`src/shared/pasl_defines.svh`:
```
/*
  register offsets, field positions and reset values of the per-port
  auxiliary status / led control bank.
  assumes: included by the bank module, the checker and the bench by bare name.
*/
`ifndef PASL_DEFINES_SVH
`define PASL_DEFINES_SVH

// ****************************************************************
// offsets (byte addresses = index * 4)
// ****************************************************************
`define PASL_IDX_AUX      5'h1c
`define PASL_IDX_LEDSEL   5'h1d
`define PASL_IDX_LEDBEH   5'h1e
`define PASL_IDX_PAGE     5'h1f
`define PASL_ADDR_AUX     12'h070
`define PASL_ADDR_LEDSEL  12'h074
`define PASL_ADDR_LEDBEH  12'h078
`define PASL_ADDR_PAGE    12'h07c
`define PASL_ADDR_CTRL    12'h080

// ****************************************************************
// auxiliary word and led behaviour word field positions
// ****************************************************************
`define PASL_AUX_ANEG_DONE  15
`define PASL_AUX_ANEG_OFF   14
`define PASL_AUX_XOVER      13
`define PASL_AUX_CDSWAP     12
`define PASL_AUX_POL_HI     11
`define PASL_AUX_POL_LO     8
`define PASL_AUX_TMO_MSB    7
`define PASL_AUX_LPS_EN     6
`define PASL_AUX_FDX        5
`define PASL_AUX_SPD_HI     4
`define PASL_AUX_SPD_LO     3
`define PASL_AUX_TMO_LSB    2
`define PASL_AUX_MEDIA_HI   1
`define PASL_AUX_MEDIA_LO   0
`define PASL_BEH_CU_ONLY    15

// ****************************************************************
// control word (soft reset / extended led) positions
// ****************************************************************
`define PASL_CTRL_SRST      0
`define PASL_CTRL_EXTLED    1

// ****************************************************************
// reset values and timeouts
// ****************************************************************
`define PASL_RST_LPS_EN     1'b0
`define PASL_RST_TMO_LSB    1'b0
`define PASL_RST_CU_ONLY    1'b0
`define PASL_PAGE_MAIN      16'h0000
`define PASL_TMO_00_MS      2300
`define PASL_TMO_01_MS      3300
`define PASL_TMO_10_MS      4300
`define PASL_TMO_11_MS      5300

`endif

```
`src/shared/pasl_pkg.sv`:
```
/*
  types of the auxiliary status / led control bank.
  assumes: nothing beyond the defines header.
*/
package pasl_pkg;

  // ****************************************************************
  // codes
  // ****************************************************************
  typedef enum logic [1:0] {
    PASL_SPD_10   = 2'h0,
    PASL_SPD_100  = 2'h1,
    PASL_SPD_1000 = 2'h2,
    PASL_SPD_RSVD = 2'h3
  } pasl_speed_t;

  typedef enum logic [1:0] {
    PASL_MEDIA_NONE   = 2'h0,
    PASL_MEDIA_COPPER = 2'h1,
    PASL_MEDIA_SERDES = 2'h2,
    PASL_MEDIA_RSVD   = 2'h3
  } pasl_media_t;

  typedef enum logic [1:0] {
    PASL_ST_IDLE   = 2'b00,
    PASL_ST_ACCESS = 2'b01
  } pasl_state_t;

endpackage : pasl_pkg

```
`src/logic/pasl_bank.sv`:
```
/*
  per-port auxiliary control/status and led control register bank,
  reached over apb.
  assumes: status inputs synchronous to pclk; strap inputs stable
  around reset release; apb master per amba apb protocol.
*/
`timescale 1ns/1ps
`include "pasl_defines.svh"

module pasl_bank
  import pasl_pkg::*;
#(
  parameter int unsigned ADDR_W = 12
) (
  input  wire logic              pclk,
  input  wire logic              presetn,
  input  wire logic              psel,
  input  wire logic              penable,
  input  wire logic              pwrite,
  input  wire logic [ADDR_W-1:0] paddr,
  input  wire logic [31:0]       pwdata,
  input  wire logic [3:0]        pstrb,
  output logic      [31:0]       prdata,
  output logic                   pready,
  output logic                   pslverr,
  input  wire logic              aneg_complete,
  input  wire logic              aneg_enable,
  input  wire logic              crossover_done,
  input  wire logic              cd_pair_swap,
  input  wire logic [3:0]        pair_pol_inv,
  input  wire logic              full_duplex_flag,
  input  wire logic [1:0]        speed_code,
  input  wire logic [1:0]        media_code,
  input  wire logic [15:0]       config_strap_default,
  input  wire logic              config_strap_tmo_msb,
  output logic                   link_power_saver_en,
  output logic [1:0]             link_power_saver_tmo,
  output logic [15:0]            led_mode_sel,
  output logic                   led_extended_mode,
  output logic                   speed_link_indication_cu_only,
  output logic                   port_soft_reset
);

  // ****************************************************************
  // state
  // ****************************************************************
  logic        lps_en_q, lps_en_d;
  logic [1:0]  tmo_q, tmo_d;
  logic [15:0] ledsel_q, ledsel_d;
  logic        cu_only_q, cu_only_d;
  logic [15:0] page_q, page_d;
  logic        extled_q, extled_d;
  logic        srst_q, srst_d;
  logic        strap_pend_q, strap_pend_d;
  logic [31:0] rdata_q, rdata_d;
  logic        err_q, err_d;
  pasl_state_t st_q, st_d;

  // ****************************************************************
  // decode and read mux
  // ****************************************************************
  logic        main_page;
  logic        hit_bank;
  logic        hit_page;
  logic        hit_ctrl;
  logic        wr_lo;
  logic [15:0] aux_word;
  logic [15:0] rd_word;

  assign main_page = (page_q == `PASL_PAGE_MAIN);
  assign hit_page  = (paddr == ADDR_W'(`PASL_ADDR_PAGE));
  assign hit_ctrl  = (paddr == ADDR_W'(`PASL_ADDR_CTRL));
  assign hit_bank  = main_page &&
                     ((paddr == ADDR_W'(`PASL_ADDR_AUX)) ||
                      (paddr == ADDR_W'(`PASL_ADDR_LEDSEL)) ||
                      (paddr == ADDR_W'(`PASL_ADDR_LEDBEH)));
  // 16-bit registers: both low lanes must be strobed to write
  assign wr_lo     = pstrb[0] & pstrb[1];

  always_comb begin
    aux_word = 16'h0000;
    aux_word[`PASL_AUX_ANEG_DONE] = aneg_complete;
    aux_word[`PASL_AUX_ANEG_OFF]  = ~aneg_enable;
    aux_word[`PASL_AUX_XOVER]     = crossover_done;
    aux_word[`PASL_AUX_CDSWAP]    = cd_pair_swap;
    aux_word[`PASL_AUX_POL_HI:`PASL_AUX_POL_LO] = pair_pol_inv;
    aux_word[`PASL_AUX_TMO_MSB]   = tmo_q[1];
    aux_word[`PASL_AUX_LPS_EN]    = lps_en_q;
    aux_word[`PASL_AUX_FDX]       = full_duplex_flag;
    aux_word[`PASL_AUX_SPD_HI:`PASL_AUX_SPD_LO] = speed_code;
    aux_word[`PASL_AUX_TMO_LSB]   = tmo_q[0];
    aux_word[`PASL_AUX_MEDIA_HI:`PASL_AUX_MEDIA_LO] = media_code;
  end

  always_comb begin
    rd_word = 16'h0000;
    case (paddr)
      ADDR_W'(`PASL_ADDR_AUX):    rd_word = aux_word;
      ADDR_W'(`PASL_ADDR_LEDSEL): rd_word = ledsel_q;
      ADDR_W'(`PASL_ADDR_LEDBEH): rd_word = {cu_only_q, 15'h0000};
      ADDR_W'(`PASL_ADDR_PAGE):   rd_word = page_q;
      ADDR_W'(`PASL_ADDR_CTRL):   rd_word = {14'h0000, extled_q, srst_q};
      default:                    rd_word = 16'h0000;
    endcase
  end

  // ****************************************************************
  // apb slave and register next values
  // ****************************************************************
  logic access;
  logic hit_any;

  assign access  = psel & penable & (st_q == PASL_ST_ACCESS);
  assign hit_any = hit_bank | hit_page | hit_ctrl;

  always_comb begin
    st_d         = st_q;
    lps_en_d     = lps_en_q;
    tmo_d        = tmo_q;
    ledsel_d     = ledsel_q;
    cu_only_d    = cu_only_q;
    page_d       = page_q;
    extled_d     = extled_q;
    srst_d       = 1'b0;
    strap_pend_d = 1'b0;
    rdata_d      = rdata_q;
    err_d        = err_q;
    // strap defaults caught on the first edge after reset release
    if (strap_pend_q) begin
      ledsel_d = config_strap_default;
      tmo_d[1] = config_strap_tmo_msb;
    end
    case (st_q)
      PASL_ST_IDLE: begin
        if (psel && !penable) begin
          st_d    = PASL_ST_ACCESS;
          // off-page or unmapped reads return zero, not the hidden word
          rdata_d = {16'h0000, (hit_any ? rd_word : 16'h0000)};
          err_d   = ~hit_any;
        end
      end
      PASL_ST_ACCESS: begin
        st_d = PASL_ST_IDLE;
        if (access && pwrite && hit_any && wr_lo) begin
          case (paddr)
            ADDR_W'(`PASL_ADDR_AUX): begin
              // status bits come from inputs, so writes cannot touch them
              lps_en_d = pwdata[`PASL_AUX_LPS_EN];
              tmo_d    = {pwdata[`PASL_AUX_TMO_MSB], pwdata[`PASL_AUX_TMO_LSB]};
            end
            ADDR_W'(`PASL_ADDR_LEDSEL): ledsel_d = pwdata[15:0];
            ADDR_W'(`PASL_ADDR_LEDBEH): cu_only_d = pwdata[`PASL_BEH_CU_ONLY];
            ADDR_W'(`PASL_ADDR_PAGE):   page_d = pwdata[15:0];
            ADDR_W'(`PASL_ADDR_CTRL): begin
              extled_d = pwdata[`PASL_CTRL_EXTLED];
              srst_d   = pwdata[`PASL_CTRL_SRST];
            end
            default: begin
            end
          endcase
        end
      end
      default: st_d = PASL_ST_IDLE;
    endcase
    // soft reset leaves sticky bits alone; only the page returns to main
    if (srst_q) begin
      page_d = `PASL_PAGE_MAIN;
    end
  end

  always_ff @(posedge pclk or negedge presetn) begin
    if (!presetn) begin
      st_q         <= PASL_ST_IDLE;
      lps_en_q     <= `PASL_RST_LPS_EN;
      tmo_q        <= {1'b0, `PASL_RST_TMO_LSB};
      ledsel_q     <= 16'h0000;
      cu_only_q    <= `PASL_RST_CU_ONLY;
      page_q       <= `PASL_PAGE_MAIN;
      extled_q     <= 1'b0;
      srst_q       <= 1'b0;
      strap_pend_q <= 1'b1;
      rdata_q      <= 32'h0000_0000;
      err_q        <= 1'b0;
    end else begin
      st_q         <= st_d;
      lps_en_q     <= lps_en_d;
      tmo_q        <= tmo_d;
      ledsel_q     <= ledsel_d;
      cu_only_q    <= cu_only_d;
      page_q       <= page_d;
      extled_q     <= extled_d;
      srst_q       <= srst_d;
      strap_pend_q <= strap_pend_d;
      rdata_q      <= rdata_d;
      err_q        <= err_d;
    end
  end

  // ****************************************************************
  // outputs
  // ****************************************************************
  assign pready                        = (st_q == PASL_ST_ACCESS);
  assign prdata                        = rdata_q;
  assign pslverr                       = pready & err_q;
  assign link_power_saver_en           = lps_en_q;
  assign link_power_saver_tmo          = tmo_q;
  assign led_mode_sel                  = ledsel_q;
  assign led_extended_mode             = extled_q;
  assign speed_link_indication_cu_only = cu_only_q;
  assign port_soft_reset               = srst_q;

endmodule : pasl_bank

```
`config.mk`:
```
export PLATFORM = sky130hd
export DESIGN_NAME = pasl_bank
export DESIGN_NICKNAME = d
export VERILOG_FILES = /design/src/shared/pasl_pkg.sv /design/src/logic/pasl_bank.sv
export VERILOG_INCLUDE_DIRS = /design/src /design/src/shared
export SDC_FILE = /design/constraint.sdc
export NUM_CORES = 1
export LEC_CHECK = 0
export ABC_AREA = 1
export ABC_CLOCK_PERIOD_IN_PS = 1680
export BUFFER_PORTS_ARGS = -buffer_cell sky130_fd_sc_hd__buf_2
export CAP_MARGIN = 20
export CORE_ASPECT_RATIO = 0.5
export CORE_MARGIN = 3
export CORE_UTILIZATION = 44
export CTS_CLUSTER_SIZE = 12
export DETAILED_ROUTE_END_ITERATION = 16
export GPL_ROUTABILITY_DRIVEN = 1
export PLACE_DENSITY_LB_ADDON = 0.1
export SETUP_SLACK_MARGIN = 0.02
export SYNTH_ARGS = -nofsm -noshare
export SYNTH_HDL_FRONTEND = slang
export SYNTH_SLANG_ARGS = --single-unit
```
`constraint.sdc`:
```
create_clock -name pclk -period 1.68 [get_ports pclk]
set_clock_uncertainty 0.2 [all_clocks]
set_input_delay 0.168 -clock pclk [delete_from_list [all_inputs] [get_ports pclk]]
set_output_delay 0.168 -clock pclk [all_outputs]
set_load 0.01 [all_outputs]
```
==> results of run 1 <==
-- worst register-to-register path: stages (launching register included) --
cell and delay, ns:
dfrtp_1 0.41, nor2_1 0.12, nand4_1 0.22, nor2_1 0.19, nand2_2 0.10, nand2_4 0.09, nand3_4 0.14, buf_6 0.20
nand3_2 0.06, nand2_1 0.06
-- cells by family (layout without fill, tap and decap cells) --
group           after synthesis  after routing  synth area share, %
flops                        57             57                 41.4
simple gates                276            277                 36.1
buf+inv                     107            307                 14.5
compound gates               48             48                 7.84
other cells                   1             17                0.109
-- repair_timing --
item,4_1_cts,5_1_grt
buffers inserted,3,2
hold buffers,47,0
resized for setup,17,25
pin swaps,1,7
setup endpoints to repair,53,56
gates cloned,1,1
hold endpoints to repair,104,0
-- routing by layer --
metal	up-vias	part of all wire, %	track usage (%)
li1	1928	-	-
met1	1776	47	34.8
met2	131	45	41.2
met3	15	7.1	7.68
met4	0	1.2	4.71
met5	-	0	0
-- synth_stat cells (all sizes together) --
master / n / area [um^2]
nor2: 53 / 216
dfstp: 1 / 26.3
a21oi: 3 / 18.8
buf: 25 / 191
nor3: 3 / 31.3
nand4: 23 / 144
o22ai: 6 / 37.5
nand3b: 1 / 7.51
and3: 1 / 6.26
clkbuf: 8 / 30.0
o21ai: 38 / 205
nand2: 167 / 674
dfrtp: 56 / 1400
clkinv: 2 / 7.51
conb: 1 / 3.75
nand3: 28 / 165
inv: 72 / 270
o2111ai: 1 / 8.76
-- per-stage QoR --
stage | hold slack, ns | instances | area (um^2) | setup TNS [ns] | power, mW
2_1_floorplan | -0.328 | 505 | 3510 | 0 | 1.71
3_3_place_gp | -0.0785 | 746 | 4450 | -3.10 | 1.92
3_5_place_dp | -0.0750 | 746 | 4450 | -3.85 | 1.93
4_1_cts | 0.0124 | 812 | 5330 | -4.09 | 4.03
5_1_grt | 0.0273 | 814 | 5460 | -10.96 | 4.19
6_report | 0.0162 | 814 | 5460 | -7.24 | 4.04
-- path summary, 6_finish.rpt --
check                           cells after the start          start            to
worst max-delay path                                9     page_q[15]     page_q[5]
max in group asynchronous                           3        presetn  strap_pend_q
worst max register to register                      9     page_q[15]     page_q[5]
worst min-delay path                                5  speed_code[0]     prdata[3]
worst min register to register                      2     prdata[15]    prdata[15]
min in group asynchronous                           2        presetn    prdata[12]
-- state kept, by name (all words and copies together), names as in the netlist --
register	flops
link_power_saver_tmo	2
link_power_saver_en	1
speed_link_indication_cu_only	1
strap_pend_q	1
port_soft_reset	1
prdata	16
led_extended_mode	1
led_mode_sel	16
page_q	16
st_q	1
err_q	1
-- cell type report --
type | instances | area [um^2] | share of cell area [%]
Timing Repair Buffer | 218 | 1590 | 29.1
Clock buffer | 13 | 270 | 4.95
Inverter | 74 | 278 | 5.09
Multi-Input combinational cell | 342 | 1700 | 31.1
Tap cell | 108 | 135 | 2.48
Sequential cell | 57 | 1430 | 26.2
Clock inverter | 2 | 60.1 | 1.10
-- power by group --
group | internal, mW | total, mW | switching, mW
sequential | 1.44 | 1.47 | 0.0357
clock | 1.41 | 2.02 | 0.614
combinational | 0.266 | 0.543 | 0.277
total | 3.11 | 4.04 | 0.927
==> results.cfg, run 1 <==
[finish]
final_cell_mix = nand2_1, buf_2, inv_1
drive_gt1_share_pct = 34.0
diodes = 0
final_util_pct = 73.2
final_common_cell = nand2_1
syn_to_final_growth_pct = 58.4
fillers = 596
nets = 785

[detailed_routing]
drt-initial-drc-count = 266
finalWirelength_mm = 11.5
dr.pass1.iters = 5
viasPerCell = 4.73
vias = 3850
wl_per_cell_um = 14.1
final_antenna_net_count = 0
drc = 0

[grt]
grt_pass1_wl_mm = 17.5
antenna_found_initial = 0
grt-ovfl-total = 0
grt_pass1_vias = 3462
grt_usage_pct = 25.5
grt_max_degree = 33

[worst_setup_path]
startpoint_type = register
cp_slowest_cell = dfrtp_1
cp_max_fo = 8
path_class = register to register
cp_top_family = simple AND/OR/NAND/NOR gates
worstPathArrival_ns = 1.90
worst-path-buf-inv = 1
cp-end-kind = register
regToRegSetupSlack_ns = -0.20
critical_path.max_stage_delay_ns = 0.41
cp_cell_sequence = nor2_1 -> nand4_1 -> nor2_1 -> nand2_2 -> nand2_4 -> nand3_4 -> buf_6 -> nand3_2 -> nand2_1
crit_required_ns = 1.70
path_common_cell = nor2_1

[floorplanning]
ioPinCount = 139
die_y_um = 68.6
start_util_pct = 46.2
fp.dieW_um = 131
core_um2 = 7460
row_count = 22
die_area_um2 = 8990

[synthesis]
netlist_area_um2 = 3450
yosysSeqAreaShare_pct = 41.4
ys_ff_latch = 57
postSynthAreaPerCell_um2 = 7.05
synth_cell_type_count = 33
synthCells = 489
yosysWarnings = 0

[clock_network]
clkTransAtPathRegs_ns = 0.05
cts_tree = built
root_buffer = clkbuf_16
clock_path_buffers = 2
cts_sinks = 57
htree_num_levels = 3
clk_latency_ns = 0.33
numCtsBuffers = 9

[sta]
hold_viol_final = 0
timing.final.crit_share_pct = 112
fmax_mhz = 532
min_period_ns = 1.88
setup_violations = 55
slew_viol_final = 0
rsz0062_at_grt = true
fin_ws_ns = -0.200

[outcome]
status = finished with violations
violations = setup timing

[power]
p_per_area_nw_per_um2 = 740
p_leak_nw = 3.09
ir_worst_vdd_mv = 0.691

[placed_design]
gp_congestion = 0.837
pre_cts_ws_ns = -0.136
dp_hpwl_mm = 7.78
port_buffers = 104

[worst_hold_path]
min_path_type = primary input to register

[flow_run]
drv_cap = 0
No activity file was read; power rests on OpenSTA's default activity.
==> inputs of run 2 (changes only) <==
--- a/config.mk
+++ b/config.mk
@@ -8,7 +8,7 @@
 export LEC_CHECK = 0
 export ABC_AREA = 1
 export ABC_CLOCK_PERIOD_IN_PS = 1680
-export BUFFER_PORTS_ARGS = -buffer_cell sky130_fd_sc_hd__buf_2
+export BUFFER_PORTS_ARGS = -buffer_cell sky130_fd_sc_hd__buf_4
 export CAP_MARGIN = 20
 export CORE_ASPECT_RATIO = 0.5
 export CORE_MARGIN = 3
==> run 2 against run 1 <==
Compared with the run above: the run ends with hold timing, setup timing left; via count is 0.29% lower; final cell count fell by 1.8%; combinational power grew 7.4%; utilization shrank 0.10 points; largest power group unchanged.
==> results.cfg, run 2 (same netlist as run 1, synthesis figures left out) <==
[worst_setup_path]
crit_required_ns = 1.69
rr_endpoint = page_q[15]
cp_max_fo = 3
startpoint_type = register
regToRegSetupSlack_ns = -0.14
worstReg2RegStart = page_q[7]
worstPathArrival_ns = 1.83
path_class = register to register
cp-end-kind = register
r2r_cells = 11

[sta]
fmax_mhz = 551
hold_viol_final = 2
timing.hold.ws_ns = -0.154
fin_ws_ns = -0.136
setup_violations = 50
rsz0062_at_grt = true
slew_viol_final = 0
min_period_ns = 1.82
timing.final.crit_share_pct = 108

[grt]
grt_pass1_vias = 3513
grt-ovfl-total = 0
grt_pass1_wl_mm = 17.4
grt_max_degree = 27
grt_usage_pct = 25.2
antenna_found_initial = 0

[clock_network]
clk_latency_ns = 0.33
clkTransAtPathRegs_ns = 0.05
cts_sinks = 57
root_buffer = clkbuf_16
numCtsBuffers = 9
clock_path_buffers = 2
htree_num_levels = 3
cts_hold_buffers = 44
cts_tree = built

[detailed_routing]
wl_per_cell_um = 14.1
dr.pass1.iters = 4
drt-initial-drc-count = 261
vias = 3839
drc = 0
viasPerCell = 4.80
final_antenna_net_count = 0
finalWirelength_mm = 11.2

[finish]
fillers = 607
drive_gt1_share_pct = 31.0
final_util_pct = 73.1
final_cell_mix = buf_4, nand2_1, inv_1
nets = 769
final_common_cell = buf_4
diodes = 0
instances_no_fill = 799
syn_to_final_growth_pct = 58.2

[floorplanning]
start_util_pct = 46.2
row_count = 22
die_y_um = 68.6
core_um2 = 7460
die_area_um2 = 8990
fp.dieW_um = 131
ioPinCount = 139

[placed_design]
gp_congestion = 0.812
place_inst = 737
dp_hpwl_mm = 7.70
port_buffers = 104

[power]
ir_worst_vdd_mv = 0.569
p_leak_nw = 3.01
p_per_area_nw_per_um2 = 705

[worst_hold_path]
holdPathStages = 2
hold_end = st_q[0]
hp-start = penable
min_path_type = primary input to register

[outcome]
status = finished with violations
violations = hold timing, setup timing

[flow_run]
drv_cap = 0
## run 2: repair_timing
item | 4_1_cts | 5_1_grt
resized for setup | 15 | 8
pin swaps | 1 | 3
setup endpoints to repair | 54 | 55
endpoints found under the hold margin | 103 | 1
setup buffers | 2 | 0
## run 2: cell type report
class                   count  area (um^2)  area share, %
repair buffers            203         1690           31.0
multi-input cells         341         1630           29.9
flip-flops and latches     57         1430           26.2
clock buffers              15          288           5.28
inverters                  74          278           5.10
well taps                 108          135           2.48
clock inverters             1         7.51          0.138
## run 2: per-stage QoR
stage	worst slack, ns	cell area (um^2)	TNS (ns)	power [mW]
finish	-0.136	5450	-4.28	3.84
global route	-0.278	5450	-11.69	3.99
floorplan	0.0364	3510	0	1.71
global placement	-0.110	4640	-3.82	1.98
CTS	-0.132	5430	-4.28	3.86
detailed placement	-0.137	4640	-5.16	1.99
## run 2: layer usage
layer	track usage, %	up-vias	routed length [um]
li1	-	1887	-
met1	33.7	1772	5000
met2	41.6	157	5110
met3	6.52	23	950
met4	7.33	0	184
met5	0	-	0
## run 2: critical path, stage by stage, from the launching register on
cell	delay, ns
dfrtp_1	0.40
inv_2	0.06
nand2_1	0.05
nor2_1	0.11
nand2_1	0.10
nor2_2	0.14
nand2_2	0.10
nand2_4	0.10
nand3_4	0.12
buf_4	0.19
nand3_1	0.07
nand2_1	0.07
## run 2: report_power, final
group	internal (mW)	leakage (nW)	switching, mW	total [mW]
logic	0.314	2.15	0.269	0.583
clock network	1.16	0.142	0.624	1.78
registers	1.44	0.714	0.0415	1.48
## run 2: worst max-delay path by stage
stage / from / slack, ns / endpoint
floorplan: page_q[0] / 0.04 / led_mode_sel[3]
global placement: page_q[10] / -0.11 / page_q[14]
detailed placement: page_q[13] / -0.14 / page_q[7]
CTS: page_q[10] / -0.13 / page_q[15]
global route: page_q[11] / -0.28 / led_mode_sel[6]
finish: page_q[7] / -0.14 / page_q[15]
